$ cat config.mk
export PLATFORM = sky130hd
export DESIGN_NAME = nvc_programmer
export DESIGN_NICKNAME = d
export VERILOG_FILES = /design/src/include/nvc_pkg.sv /design/src/rtl/nvc_programmer.sv
export SDC_FILE = /design/constraint.sdc
export NUM_CORES = 1
export LEC_CHECK = 0
export ABC_AREA = 1
export BUFFER_PORTS_ARGS = -buffer_cell sky130_fd_sc_hd__buf_2
export CAP_MARGIN = 25
export CORE_AREA = 8 8 192 149
export DETAILED_ROUTE_END_ITERATION = 10
export DIE_AREA = 0 0 200 157
export PLACE_DENSITY = 0.88
export SLEW_MARGIN = 5
export SYNTH_ARGS = -nofsm -noshare
export SYNTH_HDL_FRONTEND = slang
export SYNTH_SLANG_ARGS = --single-unit
$ cat constraint.sdc
create_clock -name clk -period 6.6 [get_ports clk]
set_input_delay 1.32 -clock clk [delete_from_list [all_inputs] [get_ports clk]]
set_output_delay 1.32 -clock clk [all_outputs]
set_load 0.01 [all_outputs]
$ cat src/include/nvc_pkg.sv
// Purpose: constants for the calibration non-volatile programmer
// Assumes: 20 MHz system clock, 8-bit register addresses from the serial slave
// Notes: timing counts derive from the printed times and the clock rate
package nvc_pkg;
  localparam int unsigned CLK_HZ          = 20000000;
  localparam logic [7:0]  CAL_FIRST_ADDR  = 8'h07;
  localparam logic [7:0]  CAL_LAST_ADDR   = 8'h15;
  localparam int unsigned CAL_WORDS       = 15;
  localparam logic [7:0]  BURN_CMD_ADDR   = 8'h78;
  localparam logic [7:0]  RELOAD_CMD_ADDR = 8'h79;
  localparam int unsigned MAX_BURNS       = 6;
  localparam logic [2:0]  BURN_CNT_MAX    = 3'h6;
  localparam int unsigned BURN_WAIT_MS    = 20;
  // fault flag must settle before the host's 20 ms wait ends: finish at half of it
  localparam int unsigned BURN_CYCLES     = (CLK_HZ / 1000) * BURN_WAIT_MS / 2;
  localparam int unsigned REFRESH_MS      = 250;
  localparam int unsigned REFRESH_CYCLES  = (CLK_HZ / 1000) * REFRESH_MS;
  localparam int unsigned AUTO_REFRESH_BIT = 7;
  localparam logic [7:0]  AUTO_REFRESH_REG = 8'h07;
  typedef enum logic [1:0] {NVC_IDLE, NVC_BURN, NVC_RELOAD} nvc_state_t;
endpackage

$ cat src/rtl/nvc_programmer.sv
// Purpose: stores calibration registers in non-volatile memory, reloads them, refreshes them
// Assumes: a serial slave delivers write and read strobes with address and data on clk
// Notes: nonvolatile array modelled as flops; programming supply pin is an input, synchronized and checked per burn
`timescale 1ns/1ps
`default_nettype none
module nvc_programmer
  import nvc_pkg::*;
#(
  parameter int unsigned BURN_TICKS    = BURN_CYCLES,
  parameter int unsigned REFRESH_TICKS = REFRESH_CYCLES
) (
  input  wire logic       clk,
  input  wire logic       sys_rst,
  input  wire logic       wrStrobe,
  input  wire logic       rdStrobe,
  input  wire logic [7:0] regAddr,
  input  wire logic [7:0] wrData,
  input  wire logic       programming_supply_pin,
  output logic      [7:0] rdData,
  output logic            rdValid,
  output logic            nv_write_fault_flag,
  output logic            burnBusy,
  output logic      [2:0] burnCount,
  output logic            autoRefreshOn
);
  logic [7:0]  calReg [CAL_WORDS];
  logic [7:0]  nvMem  [CAL_WORDS];
  nvc_state_t  state;
  nvc_state_t  next_state;
  logic [31:0] burnTimer;
  logic [31:0] next_burnTimer;
  logic [31:0] refreshTimer;
  logic [31:0] next_refreshTimer;
  logic        supplySync1;
  logic        supplySync2;
  logic        supplyOkLatch;
  logic        next_supplyOk;
  logic        next_burnBusy;
  logic        next_flag;
  logic [2:0]  next_burnCount;

  function automatic logic inCal(input logic [7:0] a);
    return (a >= CAL_FIRST_ADDR) && (a <= CAL_LAST_ADDR);
  endfunction

  // request and event decode
  wire        calWr      = wrStrobe && inCal(regAddr) && (state != NVC_BURN);
  wire        burnReq    = wrStrobe && (regAddr == BURN_CMD_ADDR) && (state == NVC_IDLE);
  wire        reloadReq  = wrStrobe && (regAddr == RELOAD_CMD_ADDR) && (state == NVC_IDLE);
  wire        burnDone   = (state == NVC_BURN) && (burnTimer == 32'(BURN_TICKS - 1));
  wire        wornOut    = (burnCount >= BURN_CNT_MAX);
  wire        supplyGood = supplyOkLatch && supplySync2;
  // a failed burn leaves the memory alone and does not use up a write
  wire        burnPass   = burnDone && !wornOut && supplyGood;
  wire        refreshHit = autoRefreshOn && (refreshTimer == 32'(REFRESH_TICKS - 1));
  wire        copyBack   = (state == NVC_RELOAD) || refreshHit;
  wire [3:0]  wrIdx      = 4'(regAddr - CAL_FIRST_ADDR);
  wire [3:0]  autoIdx    = 4'(AUTO_REFRESH_REG - CAL_FIRST_ADDR);
  wire [7:0]  autoReg    = calReg[autoIdx];
  wire        next_auto  = autoReg[AUTO_REFRESH_BIT];
  wire [7:0]  readMux    = inCal(regAddr) ? calReg[wrIdx] : 8'h00;

  always_comb begin
    next_state = state;
    case (state)
      NVC_IDLE: begin
        if (burnReq) begin
          next_state = NVC_BURN;
        end else if (reloadReq) begin
          next_state = NVC_RELOAD;
        end
      end
      NVC_BURN: begin
        if (burnDone) begin
          next_state = NVC_IDLE;
        end
      end
      NVC_RELOAD: begin
        next_state = NVC_IDLE;
      end
      default: begin
        next_state = NVC_IDLE;
      end
    endcase
  end

  assign next_burnTimer    = (state == NVC_BURN) ? burnTimer + 32'h1 : '0;
  // the supply must hold for the whole burn; any dropout fails it
  assign next_supplyOk     = burnReq ? supplySync2 : ((state == NVC_BURN) ? supplyGood : supplyOkLatch);
  assign next_burnBusy     = (state == NVC_IDLE) ? burnReq : ((state == NVC_BURN) && !burnDone);
  assign next_flag         = burnDone ? !burnPass : nv_write_fault_flag;
  assign next_burnCount    = burnPass ? burnCount + 3'h1 : burnCount;
  assign next_refreshTimer = (!autoRefreshOn || refreshHit) ? '0 : refreshTimer + 32'h1;

  // supply pin is asynchronous to clk
  always_ff @(posedge clk) begin
    if (sys_rst) begin
      supplySync1 <= 1'b0;
      supplySync2 <= 1'b0;
    end else begin
      supplySync1 <= programming_supply_pin;
      supplySync2 <= supplySync1;
    end
  end

  always_ff @(posedge clk) begin
    if (sys_rst) begin
      state <= NVC_IDLE;
    end else begin
      state <= next_state;
    end
  end

  always_ff @(posedge clk) begin
    if (sys_rst) begin
      burnTimer <= '0;
    end else begin
      burnTimer <= next_burnTimer;
    end
  end

  always_ff @(posedge clk) begin
    if (sys_rst) begin
      supplyOkLatch <= 1'b0;
    end else begin
      supplyOkLatch <= next_supplyOk;
    end
  end

  always_ff @(posedge clk) begin
    if (sys_rst) begin
      burnBusy <= 1'b0;
    end else begin
      burnBusy <= next_burnBusy;
    end
  end

  always_ff @(posedge clk) begin
    if (sys_rst) begin
      nv_write_fault_flag <= 1'b0;
    end else begin
      nv_write_fault_flag <= next_flag;
    end
  end

  always_ff @(posedge clk) begin
    if (sys_rst) begin
      burnCount <= 3'h0;
    end else begin
      burnCount <= next_burnCount;
    end
  end

  // burn snapshot and reload act on all words together
  genvar i;
  generate
    for (i = 0; i < CAL_WORDS; i++) begin : g_word
      always_ff @(posedge clk) begin
        if (sys_rst) begin
          nvMem[i] <= 8'h00;
        end else if (burnPass) begin
          nvMem[i] <= calReg[i];
        end
      end

      // refresh and reload win over a host write in the same cycle
      always_ff @(posedge clk) begin
        if (sys_rst) begin
          calReg[i] <= 8'h00;
        end else if (copyBack) begin
          calReg[i] <= nvMem[i];
        end else if (calWr && wrIdx == 4'(i)) begin
          calReg[i] <= wrData;
        end
      end
    end
  endgenerate

  // reset clears the live copy; reload after power-up is a host command
  always_ff @(posedge clk) begin
    if (sys_rst) begin
      refreshTimer <= '0;
    end else begin
      refreshTimer <= next_refreshTimer;
    end
  end

  always_ff @(posedge clk) begin
    if (sys_rst) begin
      autoRefreshOn <= 1'b0;
    end else begin
      autoRefreshOn <= next_auto;
    end
  end

  always_ff @(posedge clk) begin
    if (sys_rst) begin
      rdValid <= 1'b0;
    end else begin
      rdValid <= rdStrobe;
    end
  end

  always_ff @(posedge clk) begin
    if (sys_rst) begin
      rdData <= 8'h00;
    end else if (rdStrobe) begin
      rdData <= readMux;
    end
  end
endmodule // nvc_programmer
`default_nettype wire

==> impl_metrics.ini <==
[yosys]
yosysWarnings = 0
yosys-top-cells-area = edfxtp_1 (46%), dfxtp_1 (11%), nand2_1 (11%), nand3_1 (7.8%), nor2_1 (6.6%)
ys_ff_latch = 324
synth_flop_cell = edfxtp_1
async_reset_ff_share_pct = 0
synth.distinct_cells = 34
synthCells = 1884
synth_common_cells = nand2_1 (445), nor2_1 (279), nand3_1 (246), edfxtp_1 (240), inv_1 (210)
netlist.area_leader.share_pct = 45.5
syn_avg_cell_area_um2 = 8.40
syn-num-nets = 1913
seq_area_frac_synth_pct = 56.2
syn-cell-area_um2 = 15800
yosysMostFrequentCell = nand2_1
yosysTopAreaCell = edfxtp_1
synth_edf_count = 240

[place]
place.gp.congestion = 0.935
dp_cells = 2189
post-dp-hpwl_mm = 27.1
numPortBuffers = 35

[outcome]
status = completed

[timing]
clock_skew_ps = 10.5
drv_slew = 0
min_period_ps = 3950
fin_tns_setup_ps = 0
clock.fmax_ghz = 0.253
final-hold-violation-count = 0
worst_pin_slew_ps = 997
min_period_over_period_pct = 59.8
setup_violations = 0
grt_setup_unrepaired = no
whs_ps = 413
relSlewSlack_pct = 33.6

[die]
placementRows = 51
start_util_pct = 62.1
die_y_um = 157
die_x_um = 200
core_um2 = 25500
fp.dieArea_um2 = 31400
io_pins = 36

[global_route]
first_global_vias = 12300
track_usage_pct = 26.3
grt_max_degree = 101
overflow = 0
grt_pass1_wl_mm = 65.7
antenna_found_initial = 2

[finish]
final_cells = 2248
drive_gt1_share_pct = 6.99
nets = 1908
area_growth_pct = 8.09

[route]
wl_per_cell_um = 18.7
wl_mm = 42.1
first_pass_iters = 7
drcViolationCount = 0
drt_iter0_markers = 1913
vias = 13300
via_per_inst = 5.94
ant_nets = 0

[setup_path]
start_kind = primary input
required_ps = 7020
critPathMostFrequentCell = nand2_1
crit_slowest_cell = nor2_2
worst_r2r_endpoint = nvMem[1][30]
cpPeakStageDelay_ps = 670
cp.arrival_ps = 4370
path_max_fanout = 25
endpoint_kind = flip-flop
reg2reg_from = burnTimer[0]
rrSetupSlack_ps = 3220
worstSetupPathType = primary input to flip-flop
reg2reg_depth = 8
crit_chain = buf_2 > inv_1 > ha_1 > nand3b_1 > nand2_1 > nand2_1 > nand3_1 > nor2_2 > nand2_1 > nor2_2 > nand3_1 > nand2_1

[clocking]
ctsResizeCount = 0
cts_sinks = 324
cts_tree = done
clk_path_buf_depth = 3
htree_levels = 1
numCtsBuffers = 31
holdBufCountCts = 0
clkLatencyLatePin_ps = 560
post_cts_buffers = 0
path_clk_slew_ps = 70
cts-root-buf = clkbuf_16

[hold_path]
hold_class = flip-flop to flip-flop
holdPathStages = 2
hold_start = supplySync1
min_to = supplySync2

[job]
cap_violations = 0

[pwr]
p_per_area_nw_per_um2 = 250
power.leakage_nw = 6.73
power.total_mw = 4.28
vdd_drop_max_uv = 234
## state kept, by name, indices dropped and copies added, names as in the netlist, 2 cells and up
| signal | cells |
|---|---|
| nvMem | 120 |
| state | 2 |
| burnTimer | 32 |
| refreshTimer | 32 |
| calReg | 120 |
| rdData | 8 |
| burnCount | 3 |
## layer usage
metal / track usage [%] / part of all wire (%) / vias up
met2: 40.3 / 45 / 851
met1: 37.8 / 40 / 6210
met5: 0 / 0 / -
li1: - / - / 6171
met3: 4.42 / 12 / 117
met4: 8.46 / 3.2 / 0
## cell families (layout without fill, tap and decap cells)
group                    Yosys count  count (layout)  synth area share [%]
other                              0               2                     0
buffers and inverters            300             318                  7.84
AND/OR/NAND/NOR                 1077            1077                  29.3
adder cells (fa/ha/maj)            8               8                 0.633
AO/OA/AOI/OAI                    161             161                  5.23
XOR/XNOR                          14              14                 0.775
flip-flops                       324             324                  56.2
## worst max path at each step
stage | startpoint | endpoint | slack (ps)
2_1_floorplan | sys_rst | nvMem[0][0] | 1570
3_3_place_gp | regAddr[0] | calReg[9][7] | 2370
3_5_place_dp | regAddr[0] | calReg[4][1] | 2230
4_1_cts | regAddr[0] | calReg[3][2] | 2790
5_1_grt | regAddr[0] | calReg[4][3] | 2520
6_report | regAddr[0] | calReg[3][6] | 2650
## stage by stage
| step | setup WS, ps | util, % | instance area (µm²) |
|---|---|---|---|
| after floorplan | 1570 | - | 15800 |
| after global placement | 2370 | 63.1 | 16100 |
| after detailed placement | 2230 | 63.2 | 16100 |
| after CTS | 2790 | 67.1 | 17100 |
| after global routing | 2520 | 67.2 | 17100 |
| final | 2650 | 67.2 | 17100 |
## critical path: cells and delay by family
family | cells | cell delay [ps]
buffers and inverters | 2 | 900
AND/OR/NAND/NOR | 9 | 1870
adder cells (fa/ha/maj) | 1 | 260
## layout by cell type (no fill, tap or decap), types with 35 or more instances in the layout
cell type and instances:
a21oi_1 89, buf_2 35, dfxtp_1 84, edfxtp_1 240, inv_1 210, nand2_1 444
nand3_1 246, nor2_1 279, o21ai_0 58
## final cells by class
cell class / count / area, µm²
flip-flops and latches: 324 / 8890
fillers: 2011 / 8360
multi-input cells: 1260 / 5710
inverters: 219 / 827
clock buffers: 36 / 795
well taps: 344 / 430
repair buffers: 43 / 250
clock inverters: 20 / 199
diodes: 2 / 5.00
## power breakdown
group	internal [mW]	switching (mW)	leakage [nW]
Clock	1.01	0.765	0.467
Sequential	2.25	0.0272	3.06
Combinational	0.0468	0.184	3.20
No activity file was read; power rests on OpenSTA's default activity.
